==> src/inc/qw_consts.vh <==
`ifndef QW_CONSTS_VH
`define QW_CONSTS_VH

// Register address byte of the control register.
`define QW_CTRL_ADDR 8'h07
// Highest address byte that selects a potentiometer channel.
`define QW_POT_ADDR_MAX 8'h03
// Control register reset value and field positions.
`define QW_CTRL_RST 3'h0
`define QW_CTRL_NV_EN_BIT 0
`define QW_CTRL_SLOT_LO_BIT 1
`define QW_CTRL_SLOT_HI_BIT 2
// Wiper end codes.
`define QW_WIPER_MIN 8'h00
`define QW_WIPER_MAX 8'hFF
// Saved-slot content after a full reset.
`define QW_SAVED_RST 8'h80
// Data bits per byte on the 2-wire link.
`define QW_BITS_PER_BYTE 4'h8

`endif

==> src/logic/qw_ctrl.v <==
// Behaviour
// - Position decodes to exactly one of 256 taps.
// - Zero is low end, all ones high end.
// - Power-up copies slot zero into each wiper.
// - Up/down responds only while chip select low.
// - SCL fall steps selected wiper by direction.
// - Two select pins pick potentiometer, high MSB.
// - Chip select rise, SCL high, protect high: store.
// - Protect low on rise: skip store, standby.
// - SCL low on rise: deselect, keep wiper.
// - Chip select low disables 2-wire interface.
// - Chip select fall with SCL low also steps.
// - Device is slave; START and address first.
// - Bytes travel most significant bit first.
// - SDA fall with SCL high is START.
// - SDA rise with SCL high is STOP.
// - Receiver drives SDA low in ninth clock.
// - Acknowledge only matching type and strap address.
// - Address bit zero selects read or write.
// - Acknowledge every written byte after address.
// - Read continues only while master acknowledges.
// - SDA released after reset until addressed.
// - Control register at 07h, resets to zero.
`timescale 1ns/10ps
`default_nettype none
`include "qw_consts.vh"

module qw_ctrl #(
    parameter TAPS = 256,
    // Device type code; the value is arbitrary.
    parameter [3:0] DEVICE_TYPE = 4'hA
) (
    input wire clk_sys,
    input wire rst,
    input wire scl_in,
    input wire sda_in,
    output reg sda_out,
    output reg sda_oe_n,
    input wire cs_n_in,
    input wire up_dn_in,
    input wire pot_select_lo,
    input wire pot_select_hi,
    input wire store_protect_in,
    input wire strap_addr_2,
    input wire strap_addr_1,
    input wire strap_addr_0,
    output reg [7:0] wiper_pos_0,
    output reg [7:0] wiper_pos_1,
    output reg [7:0] wiper_pos_2,
    output reg [7:0] wiper_pos_3,
    output wire [TAPS-1:0] tap_sel_0,
    output wire [TAPS-1:0] tap_sel_1,
    output wire [TAPS-1:0] tap_sel_2,
    output wire [TAPS-1:0] tap_sel_3
);
    localparam ST_IDLE = 3'd0;
    localparam ST_RX = 3'd1;
    localparam ST_ACK = 3'd2;
    localparam ST_TX = 3'd3;
    localparam ST_MACK = 3'd4;
    localparam ST_RECALL = 3'd5;

    // Two-stage synchronisers; stage one is read only by stage two.
    reg [9:0] in_s1_q;
    reg [9:0] in_s2_q;
    reg scl_prev_q;
    reg sda_prev_q;
    reg cs_n_prev_q;

    always @(posedge clk_sys)
    begin
        if (rst)
        begin
            in_s1_q <= 10'h3FF;
            in_s2_q <= 10'h3FF;
            scl_prev_q <= 1'b1;
            sda_prev_q <= 1'b1;
            cs_n_prev_q <= 1'b1;
        end
        else
        begin
            in_s1_q <= {strap_addr_2, strap_addr_1, strap_addr_0,
                store_protect_in, pot_select_hi, pot_select_lo,
                up_dn_in, cs_n_in, sda_in, scl_in};
            in_s2_q <= in_s1_q;
            scl_prev_q <= in_s2_q[0];
            sda_prev_q <= in_s2_q[1];
            cs_n_prev_q <= in_s2_q[2];
        end
    end

    wire scl = in_s2_q[0];
    wire sda = in_s2_q[1];
    wire cs_n = in_s2_q[2];
    wire up_dn = in_s2_q[3];
    wire [1:0] pot_sel = in_s2_q[5:4];
    wire protect = in_s2_q[6];
    wire [2:0] strap = in_s2_q[9:7];

    wire scl_rise = scl & ~scl_prev_q;
    wire scl_fall = ~scl & scl_prev_q;
    wire cs_fall = ~cs_n & cs_n_prev_q;
    wire cs_rise = cs_n & ~cs_n_prev_q;
    wire start_cond = scl & scl_prev_q & ~sda & sda_prev_q;
    wire stop_cond = scl & scl_prev_q & sda & ~sda_prev_q;

    // Wiper positions and saved slots, indexed pot*4+slot.
    reg [7:0] wiper_q [0:3];
    reg [7:0] saved_q [0:15];
    reg [2:0] ctrl_q;
    reg [2:0] state_q;
    reg [3:0] bit_cnt_q;
    reg [7:0] shift_q;
    reg [7:0] tx_q;
    reg [7:0] reg_addr_q;
    reg [1:0] byte_idx_q;
    reg rd_q;
    reg mack_q;
    integer i;

    // Up/down step request: SCL fall while selected, or select fall with SCL low.
    wire step = (~cs_n & scl_fall) | (cs_fall & ~scl);
    wire [7:0] cur = wiper_q[pot_sel];
    wire [7:0] stepped = up_dn ?
        ((cur == `QW_WIPER_MAX) ? cur : cur + 8'h01) :
        ((cur == `QW_WIPER_MIN) ? cur : cur - 8'h01);

    wire [1:0] slot = {ctrl_q[`QW_CTRL_SLOT_HI_BIT],
        ctrl_q[`QW_CTRL_SLOT_LO_BIT]};
    wire nv_en = ctrl_q[`QW_CTRL_NV_EN_BIT];
    wire [1:0] pot_addr = reg_addr_q[1:0];
    wire pot_hit = (reg_addr_q <= `QW_POT_ADDR_MAX);
    wire ctrl_hit = (reg_addr_q == `QW_CTRL_ADDR);
    wire [7:0] rx_byte = {shift_q[6:0], sda};
    wire addr_match = (shift_q[7:4] == DEVICE_TYPE) &&
        (shift_q[3:1] == strap);

    // Read data for the current register address.
    reg [7:0] rd_data;
    always @*
    begin
        rd_data = 8'h00;
        if (ctrl_hit)
            rd_data = {5'h00, ctrl_q};
        else if (pot_hit && nv_en)
            rd_data = saved_q[{pot_addr, slot}];
        else if (pot_hit)
            rd_data = wiper_q[pot_addr];
    end

    always @(posedge clk_sys)
    begin
        if (rst)
        begin
            for (i = 0; i < 16; i = i + 1)
                saved_q[i] <= `QW_SAVED_RST;
            for (i = 0; i < 4; i = i + 1)
                wiper_q[i] <= `QW_WIPER_MIN;
            ctrl_q <= `QW_CTRL_RST;
            state_q <= ST_RECALL;
            bit_cnt_q <= 4'h0;
            shift_q <= 8'h00;
            tx_q <= 8'h00;
            reg_addr_q <= 8'h00;
            byte_idx_q <= 2'd0;
            rd_q <= 1'b0;
            mack_q <= 1'b0;
            sda_out <= 1'b1;
            sda_oe_n <= 1'b1;
        end
        else if (state_q == ST_RECALL)
        begin
            for (i = 0; i < 4; i = i + 1)
                wiper_q[i] <= saved_q[i*4];
            state_q <= ST_IDLE;
        end
        else
        begin
            // Up/down interface.
            if (step)
                wiper_q[pot_sel] <= stepped;
            if (cs_rise && scl && protect)
                saved_q[{pot_sel, 2'b00}] <= cur;
            // A rise with SCL low or protect low only deselects.

            // 2-wire slave, held idle while chip select is low.
            if (~cs_n)
            begin
                state_q <= ST_IDLE;
                sda_oe_n <= 1'b1;
                sda_out <= 1'b1;
            end
            else if (start_cond)
            begin
                state_q <= ST_RX;
                bit_cnt_q <= 4'h0;
                byte_idx_q <= 2'd0;
                sda_oe_n <= 1'b1;
                sda_out <= 1'b1;
            end
            else if (stop_cond)
            begin
                state_q <= ST_IDLE;
                sda_oe_n <= 1'b1;
                sda_out <= 1'b1;
            end
            else
            begin
                case (state_q)
                    ST_RX:
                    begin
                        if (scl_rise)
                        begin
                            shift_q <= rx_byte;
                            bit_cnt_q <= bit_cnt_q + 4'h1;
                        end
                        else if (scl_fall && bit_cnt_q == `QW_BITS_PER_BYTE)
                        begin
                            bit_cnt_q <= 4'h0;
                            if (byte_idx_q == 2'd0)
                            begin
                                if (addr_match)
                                begin
                                    rd_q <= shift_q[0];
                                    state_q <= ST_ACK;
                                    sda_oe_n <= 1'b0;
                                    sda_out <= 1'b0;
                                end
                                else
                                    state_q <= ST_IDLE;
                            end
                            else
                            begin
                                state_q <= ST_ACK;
                                sda_oe_n <= 1'b0;
                                sda_out <= 1'b0;
                                if (byte_idx_q == 2'd1)
                                    reg_addr_q <= shift_q;
                                else if (ctrl_hit)
                                begin
                                    ctrl_q <= shift_q[2:0];
                                    if (shift_q[`QW_CTRL_NV_EN_BIT])
                                        for (i = 0; i < 4; i = i + 1)
                                            wiper_q[i] <= saved_q[i*4 +
                                                shift_q[2:1]];
                                end
                                else if (pot_hit)
                                begin
                                    wiper_q[pot_addr] <= shift_q;
                                    if (nv_en)
                                        saved_q[{pot_addr, slot}] <= shift_q;
                                end
                            end
                            if (byte_idx_q != 2'd2)
                                byte_idx_q <= byte_idx_q + 2'd1;
                        end
                    end
                    ST_ACK:
                    begin
                        if (scl_fall)
                        begin
                            if (rd_q)
                            begin
                                state_q <= ST_TX;
                                sda_out <= rd_data[7];
                                tx_q <= {rd_data[6:0], 1'b0};
                            end
                            else
                            begin
                                state_q <= ST_RX;
                                sda_oe_n <= 1'b1;
                                sda_out <= 1'b1;
                            end
                        end
                    end
                    ST_TX:
                    begin
                        if (scl_rise)
                            bit_cnt_q <= bit_cnt_q + 4'h1;
                        else if (scl_fall)
                        begin
                            if (bit_cnt_q == `QW_BITS_PER_BYTE)
                            begin
                                state_q <= ST_MACK;
                                bit_cnt_q <= 4'h0;
                                sda_oe_n <= 1'b1;
                                sda_out <= 1'b1;
                            end
                            else
                            begin
                                sda_out <= tx_q[7];
                                tx_q <= {tx_q[6:0], 1'b0};
                            end
                        end
                    end
                    ST_MACK:
                    begin
                        if (scl_rise)
                            mack_q <= ~sda;
                        else if (scl_fall)
                        begin
                            if (mack_q)
                            begin
                                state_q <= ST_TX;
                                sda_oe_n <= 1'b0;
                                sda_out <= rd_data[7];
                                tx_q <= {rd_data[6:0], 1'b0};
                            end
                            else
                                state_q <= ST_IDLE;
                        end
                    end
                    default:
                    begin
                        sda_oe_n <= 1'b1;
                        sda_out <= 1'b1;
                    end
                endcase
            end
        end
    end

    always @(posedge clk_sys)
    begin
        if (rst)
        begin
            wiper_pos_0 <= `QW_WIPER_MIN;
            wiper_pos_1 <= `QW_WIPER_MIN;
            wiper_pos_2 <= `QW_WIPER_MIN;
            wiper_pos_3 <= `QW_WIPER_MIN;
        end
        else
        begin
            wiper_pos_0 <= wiper_q[0];
            wiper_pos_1 <= wiper_q[1];
            wiper_pos_2 <= wiper_q[2];
            wiper_pos_3 <= wiper_q[3];
        end
    end

    qw_tap_decode #(.TAPS(TAPS)) u_tap0 (
        .clk_sys(clk_sys),
        .rst(rst),
        .wiper_position(wiper_q[0]),
        .tap_sel(tap_sel_0)
    );
    qw_tap_decode #(.TAPS(TAPS)) u_tap1 (
        .clk_sys(clk_sys),
        .rst(rst),
        .wiper_position(wiper_q[1]),
        .tap_sel(tap_sel_1)
    );
    qw_tap_decode #(.TAPS(TAPS)) u_tap2 (
        .clk_sys(clk_sys),
        .rst(rst),
        .wiper_position(wiper_q[2]),
        .tap_sel(tap_sel_2)
    );
    qw_tap_decode #(.TAPS(TAPS)) u_tap3 (
        .clk_sys(clk_sys),
        .rst(rst),
        .wiper_position(wiper_q[3]),
        .tap_sel(tap_sel_3)
    );
endmodule // qw_ctrl

`default_nettype wire

==> src/logic/qw_tap_decode.v <==
`timescale 1ns/10ps
`default_nettype none

// Registered one-hot decode of a wiper position onto its tap switches.
module qw_tap_decode #(
    parameter TAPS = 256
) (
    input wire clk_sys,
    input wire rst,
    input wire [7:0] wiper_position,
    output reg [TAPS-1:0] tap_sel
);
    always @(posedge clk_sys)
    begin
        if (rst)
            tap_sel <= {{(TAPS-1){1'b0}}, 1'b1};
        else
            tap_sel <= {{(TAPS-1){1'b0}}, 1'b1} << wiper_position;
    end
endmodule // qw_tap_decode

`default_nettype wire
==> config.mk <==
export PLATFORM = sky130hd
export DESIGN_NAME = qw_ctrl
export DESIGN_NICKNAME = d
export VERILOG_FILES = /design/src/logic/qw_ctrl.v /design/src/logic/qw_tap_decode.v
export VERILOG_INCLUDE_DIRS = /design/src /design/src/inc
export SDC_FILE = /design/constraint.sdc
export NUM_CORES = 2
export LEC_CHECK = 0
export BUFFER_PORTS_ARGS = -buffer_cell sky130_fd_sc_hd__buf_2
export CORE_AREA = 3 3 412 414
export CTS_BUF_LIST = sky130_fd_sc_hd__clkbuf_2
export CTS_CLUSTER_DIAMETER = 150
export CTS_CLUSTER_SIZE = 16
export DETAILED_ROUTE_END_ITERATION = 16
export DIE_AREA = 0 0 415 417
export HOLD_SLACK_MARGIN = 0.03
export MAX_ROUTING_LAYER = met4
export PLACE_DENSITY = 0.5
export SLEW_MARGIN = 30
export SYNTH_ARGS = -nofsm -noshare
export SYNTH_HDL_FRONTEND = slang
export SYNTH_HIERARCHICAL = 1
export SYNTH_SLANG_ARGS = --single-unit
==> constraint.sdc <==
create_clock -name clk_sys -period 3.1 [get_ports clk_sys]
set_clock_uncertainty 0.15 [all_clocks]
set_input_delay 0.62 -clock clk_sys [delete_from_list [all_inputs] [get_ports clk_sys]]
set_output_delay 0.62 -clock clk_sys [all_outputs]
set_load 0.01 [all_outputs]
# ---- Yosys cells after proc, flatten, opt, wreduce, memory -nomap -nowiden
# Memory sizes are Yosys's and may differ from the RTL's. A register that Yosys moved wholly into a read port is not among the register bits.
# Index checks and enable logic that the tools add are counted.
dict set report totals {
  register_bits 1119
  mem_bits_rw 160
  in_bits 12
  out_inout_bits 1058
  word_cells 301
  mem_count 2
}
# memory words width read_ports rd_ports_with_merged_regs wr line_no
set memory_table {}
lappend memory_table {saved_q 16 8 9 1 16 qw_ctrl.v:109} ;# reg [7:0] saved_q [0:15];
lappend memory_table {wiper_q 4 8 6 2 4 qw_ctrl.v:108} ;# reg [7:0] wiper_q [0:3];
dict set report op_classes {
  addsub 7
  magnitude_cmp 1
  n_eq_ne 48
  n_shift 4
  muxes 152
  bitwise 32
  reduce_logical 30
}
# cell count
set op_table {}
lappend op_table {{1-bit by 8-bit left shift with 256-bit output (first input constant)} 4}
lappend op_table {{8-bit 2-to-1 mux} 26}
lappend op_table {{1-bit 2-to-1 mux} 83}
lappend op_table {{6-bit != test (second input constant)} 9}
lappend op_table {{5-bit != test (second input constant)} 10}
lappend op_table {{4-bit 2-to-1 mux} 11}
lappend op_table {{3-bit 2-to-1 mux} 13}
lappend op_table {{9-bit AND reduction} 4}
lappend op_table {{8-bit OR reduction} 4}
lappend op_table {{2-bit 2-to-1 mux} 14}
lappend op_table {{2-bit != test (second input constant)} 13}
lappend op_table {{8-bit one-hot mux with 3 select lines} 1}
lappend op_table {{10-bit AND reduction} 2}
lappend op_table {{7-bit AND reduction} 2}
lappend op_table {{13-bit AND reduction} 1}
lappend op_table {{4-bit != test (second input constant)} 3}
lappend op_table {{1-bit inverter} 12}
lappend op_table {{3-bit one-hot mux with 4 select lines} 1}
lappend op_table {{12-bit AND reduction} 1}
lappend op_table {{6-bit AND reduction} 2}
lappend op_table {{1-bit bitwise AND} 11}
lappend op_table {{1-bit OR} 9}
lappend op_table {{4-bit by 2-bit adder with 4-bit output (first input constant)} 2}
lappend op_table {{8-bit by 1-bit adder with 8-bit output (second input constant)} 1}
lappend op_table {{24 further kinds} 35}

# ---- Logic depth before layout (Yosys ltp)
dict set report depth {
  depth_word 16
  ltp_mapped 13
  mapped_depth_nobuf 10
}

# ---- Cells and area by module
# The synthesis kept the hierarchy.
# module instances cells_each area_each_um2 seq_area_each_um2
set modules_own_cells {}
lappend modules_own_cells {qw_tap_decode 4 620 7398.3 5124.9}
lappend modules_own_cells {qw_ctrl 1 1100 12969.9 6766.5}

# ---- Least setup slack after synthesis
# No wires, ideal clock.
dict set report synth_path {
  kind {flip-flop to flip-flop}
  from {register in_s2_q[4]}
  to {memory wiper_q[3][1] (data pin)}
  setup_time_ns 0.261
  arrival_time_ns 2.887
  required_time_ns 2.689
  setup_slack_ns -0.198
  stages_incl_launch_ff 13
  path_buffers 3
  period_less_slack_ns 3.298
  cell_sequence {dfxtp_1 -> buf_6 -> buf_2 -> mux4_2 -> buf_2 -> ha_1 -> nor2b_1 -> a2bb2oi_1 -> nor3_1 -> or3b_2 -> o221ai_1 -> o21ai_0 -> a221o_1}
}
# item line_no
set synth_rtl {}
lappend synth_rtl {{start: declaration} qw_ctrl.v:65} ;# reg [9:0] in_s2_q;
lappend synth_rtl {{start signal: assignment} qw_ctrl.v:85} ;# in_s2_q <= in_s1_q;
lappend synth_rtl {{end: declaration} qw_ctrl.v:108}

==> metrics.log <==
[metrics] GRT Residual Overflow: 0
[metrics] H-tree levels: 3
[metrics] Hold Path End: in_s2_q[3]
[metrics] Worst Hold Depth: 1
[metrics] clock-pin slew of the registers on the worst-case setup and hold paths: 0.39 ns
[metrics] type of the most critical hold path: reg2reg
[metrics] arrival time of the worst setup path: about 4.3 ns
[metrics] result of the run: completed
[metrics] post-synthesis net count: between 3000 and 4000
[metrics] ratio of routed vias to standard cells: about 4.6
[metrics] cell-by-cell trace of the critical path: buf_12, mux4_2, ha_4, nor2b_4, a2bb2oi_4, buf_4, buf_4, o211a_1, o221ai_2, o211a_1, a21oi_2, buf_4, o21ai_1
[metrics] setup repair after global routing missed its margin: yes
[metrics] setup slack, reg-to-reg: ~0.035 ns
[metrics] terminus of the critical flop-to-flop path: wiper_q[2][4]
[metrics] Worst VDD drop: around 0.00031 V
[metrics] Global Route Usage Sum: between 10% and 20%
[metrics] Hold Crit Start: in_s1_q[3]
[metrics] TritonCTS clock tree: built
[metrics] Top FF cell, synth: dfxtp_1
[metrics] Post-Synthesis Mean Instance Area: 11.9 sq um
[metrics] overall die area: roughly 170000 sq um
[metrics] Starting DRT DRC Count: ~2500
[metrics] synth-to-layout area growth: 28.8%
[metrics] area of the core region: about 170000 sq um
[metrics] worst setup margin: approximately 0.035 ns
[metrics] Post-synth EDFFs: 160
[metrics] cell types occupying the most area after synthesis: dfxtp_1 (53%), edfxtp_1 (11%), nor3_1 (8.8%)
[metrics] clock insertion delay at the later pin of the skew report: approximately 1.6 ns
[metrics] routability cong.: around 0.9
[metrics] Reg2Reg Depth: 13
[metrics] total design power: around 28000 uW
[metrics] number of max-capacitance violations reported: 0
[metrics] global-route wire length before repair: between 200000 and 250000 um
[metrics] Die Wd: between 400 and 500 um
[metrics] final-layout setup total negative slack: 0 ns
[metrics] WS Path Type: reg2reg
[metrics] count of unique library cells instantiated by Yosys: 74
[metrics] height of the die: roughly 420 um
[metrics] reg2reg start: in_s2_q[4]
[metrics] via count of the first global-routing pass: between 20000 and 30000
[metrics] slew at the pin with the worst max-slew slack: about 1.1 ns
[metrics] CTS Root Cell: clkbuf_2
[metrics] Inserted Clock Buffers: 90
[metrics] overall via count from detail_route: 31700
[metrics] remaining number of nets flagged by the antenna check after routing: 0
[metrics] Cell Pwr Density: 503 nW/um^2
[metrics] post-detailed-route DRC marker count: 0
[metrics] I/O pin cnt: ~1100
[metrics] maximum number of pins on one net before global-route repair: 74
[metrics] initial standard-cell utilization of the core: 25.5%
[metrics] net count reported at finish: between 4000 and 5000
[metrics] synthesized area: 42600 sq um
[metrics] number of failing setup endpoints in the final timing report: 0
[metrics] count of port buffers added during placement: 1069
[metrics] wire per inst: roughly 24 um
[metrics] number of warnings printed during yosys synthesis: 6
[metrics] cell repeated most along the worst path: buf_4
[metrics] routed wire length: 162000 um
[metrics] kind of capture point of the worst setup path: flip-flop
[metrics] hpwl dp: ~110000 um
[metrics] flop and latch count out of synthesis: roughly 1300
[metrics] delay of the slowest cell on the worst path: around 0.59 ns
[metrics] worst-case setup slack after placement: -0.197 ns
[metrics] proportion of synthesized chip area in sequential cells: between 60 and 70%
[metrics] fraction of registers with async set/reset: 0%
[metrics] required time of the worst setup path: approximately 4.3 ns
[metrics] cell accounting for the most synthesized area: dfxtp_1
[metrics] initial antenna violation count: 6
[metrics] CP max FO: 8
[metrics] Rel. slew slack: around 30%
[metrics] row count: 150
[metrics] slowest cell on the critical path: mux4_2
[metrics] Post-Synthesis Cells: approximately 3600
[metrics] Max Slew Vio Count: 0
[metrics] highest clock frequency the design can meet: around 330 MHz
[metrics] fraction of the cycle the final worst path needs: a little over nine tenths
[metrics] first-pass detailed-route iteration total: 5
[metrics] Worst Setup Start Kind: flip-flop
[metrics] number of clock sinks seen by CTS: 1282
[metrics] share of final-layout standard cells stronger than drive strength 1: 49.7%
[metrics] endpoints failing hold: 0
[metrics] clock period minus final worst setup slack: roughly 3.1 ns
[metrics] Longest Clk Path Bufs: 3
[metrics] area fraction of the dominant cell type after synthesis: between 50% and 60%
[metrics] Leak Pwr: approximately 0.021 uW
-- worst max path at each step --
stage / start / to / cells after the start
final: in_s2_q[4] / wiper_q[2][4] / 13
after global routing: u_tap1/tap_sel[22] / tap_sel_1[22] / 1
after CTS: wiper_pos_1[2] / wiper_pos_1[2] / 1
after detailed placement: in_s2_q[4] / wiper_q[0][5] / 11
after global placement: in_s2_q[4] / wiper_q[2][5] / 11
after floorplan: in_s2_q[4] / wiper_q[2][5] / 12
-- routing by layer --
layer	global-route usage (%)	share of wire, %	up-vias
met1	22.4	42	16100
met4	6.04	3.3	0
li1	-	-	14500
met3	2.77	4.4	242
met2	30.8	51	937
met5	-	0	-
-- stage by stage --
step	cell area (sq um)	util, %	hold WS, ns	instances
6_report	54800	32.9	0.242	6837
5_1_grt	54800	32.9	0.283	6836
4_1_cts	54300	32.6	0.218	6816
3_5_place_dp	50700	30.4	0.247	6670
3_3_place_gp	50700	30.4	0.246	6670
2_1_floorplan	42600	-	0.239	3580
-- worst max-delay path, delay by kind of cell (launching register included) --
family | cells | cell delay, ns
buffers and inverters | 4 | 0.49
muxes | 1 | 0.59
DFF | 1 | 0.43
and+or+nand+nor | 1 | 0.13
adders and majority gates | 1 | 0.20
AOI/OAI and AO/OA | 6 | 0.79
-- registers in the layout (all words and copies together), names as in the netlist, 10 cells and up, named ones only --
| name | count |
|---|---|
| saved_q | 128 |
| u_tap2/tap_sel | 256 |
| u_tap3/tap_sel | 256 |
| wiper_q | 32 |
| u_tap0/tap_sel | 256 |
| in_s2_q | 10 |
| in_s1_q | 10 |
| u_tap1/tap_sel | 256 |
-- synth_stat cells (5+ instances only) --
library cell	n
a211oi_1	7
a21o_1	5
a21oi_1	41
a22oi_1	31
and3_1	6
buf_1	83
buf_2	88
buf_6	46
clkbuf_1	198
dfxtp_1	1122
edfxtp_1	160
ha_1	10
inv_1	24
mux2_2	6
mux2i_1	17
mux2i_2	8
mux4_2	88
nand2_1	96
nand2b_1	23
nand3_1	30
nand3b_1	18
nand4_1	8
nand4b_1	5
nand4bb_1	13
nor2_1	168
nor2b_1	39
nor3_1	748
nor3_2	283
o211a_1	5
o21ai_0	36
o31ai_1	16
or2_2	27
or3_1	10
or3b_1	14
or4_1	7
or4b_1	12
xor2_1	6
-- where the power goes --
group / internal [uW] / leakage, uW / switching (uW)
clock network: 991 / 0.000476 / 5270
registers: 17100 / 0.0108 / 139
logic: 1110 / 0.00987 / 2980
total: 19200 / 0.0212 / 8380
-- kinds of logic after synthesis --
| logic type | Yosys count | synth area share [%] |
|---|---|---|
| AND/OR/NAND/NOR | 1536 | 21.9 |
| XOR/XNOR | 10 | 0.206 |
| adder cells (fa/ha/maj) | 10 | 0.294 |
| flip-flops | 1282 | 64.1 |
| AO/OA/AOI/OAI | 174 | 2.74 |
| multiplexers | 119 | 5.47 |
| buffers and inverters | 449 | 5.29 |
-- area by class of cell --
| class | instances | area (sq um) |
|---|---|---|
| diodes | 10 | 25.0 |
| clock inverters | 8 | 80.1 |
| inverters | 25 | 93.8 |
| flip-flops and latches | 1282 | 27700 |
| clock buffers | 105 | 526 |
| repair buffers | 1354 | 10200 |
| multi-input cells | 1849 | 13400 |
| fillers | 17000 | 112000 |
| well taps | 2204 | 2760 |
-- layout by cell type, fill, tap and decap left out, types with 22 or more instances in the layout --
master | synthesis | routed
inv_1 | 24 | 22
buf_12 | 4 | 22
o21ai_0 | 36 | 22
clkbuf_2 | 1 | 105
dlygate4sd3_1 | 0 | 32
nand3_1 | 30 | 26
a21oi_1 | 41 | 39
a22oi_1 | 31 | 31
dfxtp_2 | 0 | 344
nor3_1 | 748 | 746
mux4_2 | 88 | 88
nor2b_1 | 39 | 38
nand2_1 | 96 | 82
nor2_1 | 168 | 165
buf_4 | 0 | 240
dfxtp_1 | 1122 | 773
buf_6 | 46 | 371
nor3_2 | 283 | 285
buf_2 | 88 | 687
or2_2 | 27 | 26
edfxtp_1 | 160 | 160
-- what timing repair did --
| item | CTS | global route |
|---|---|---|
| endpoints found under the setup margin | 547 | 332 |
| gates cloned | 0 | 0 |
| pin swaps | 5 | 22 |
| buffers inserted | 2 | 11 |
| hold buffers | 32 | 0 |
| gates resized for setup | 894 | 131 |
| endpoints found under the hold margin | 1410 | 0 |
No activity file was read; power rests on OpenSTA's default activity.
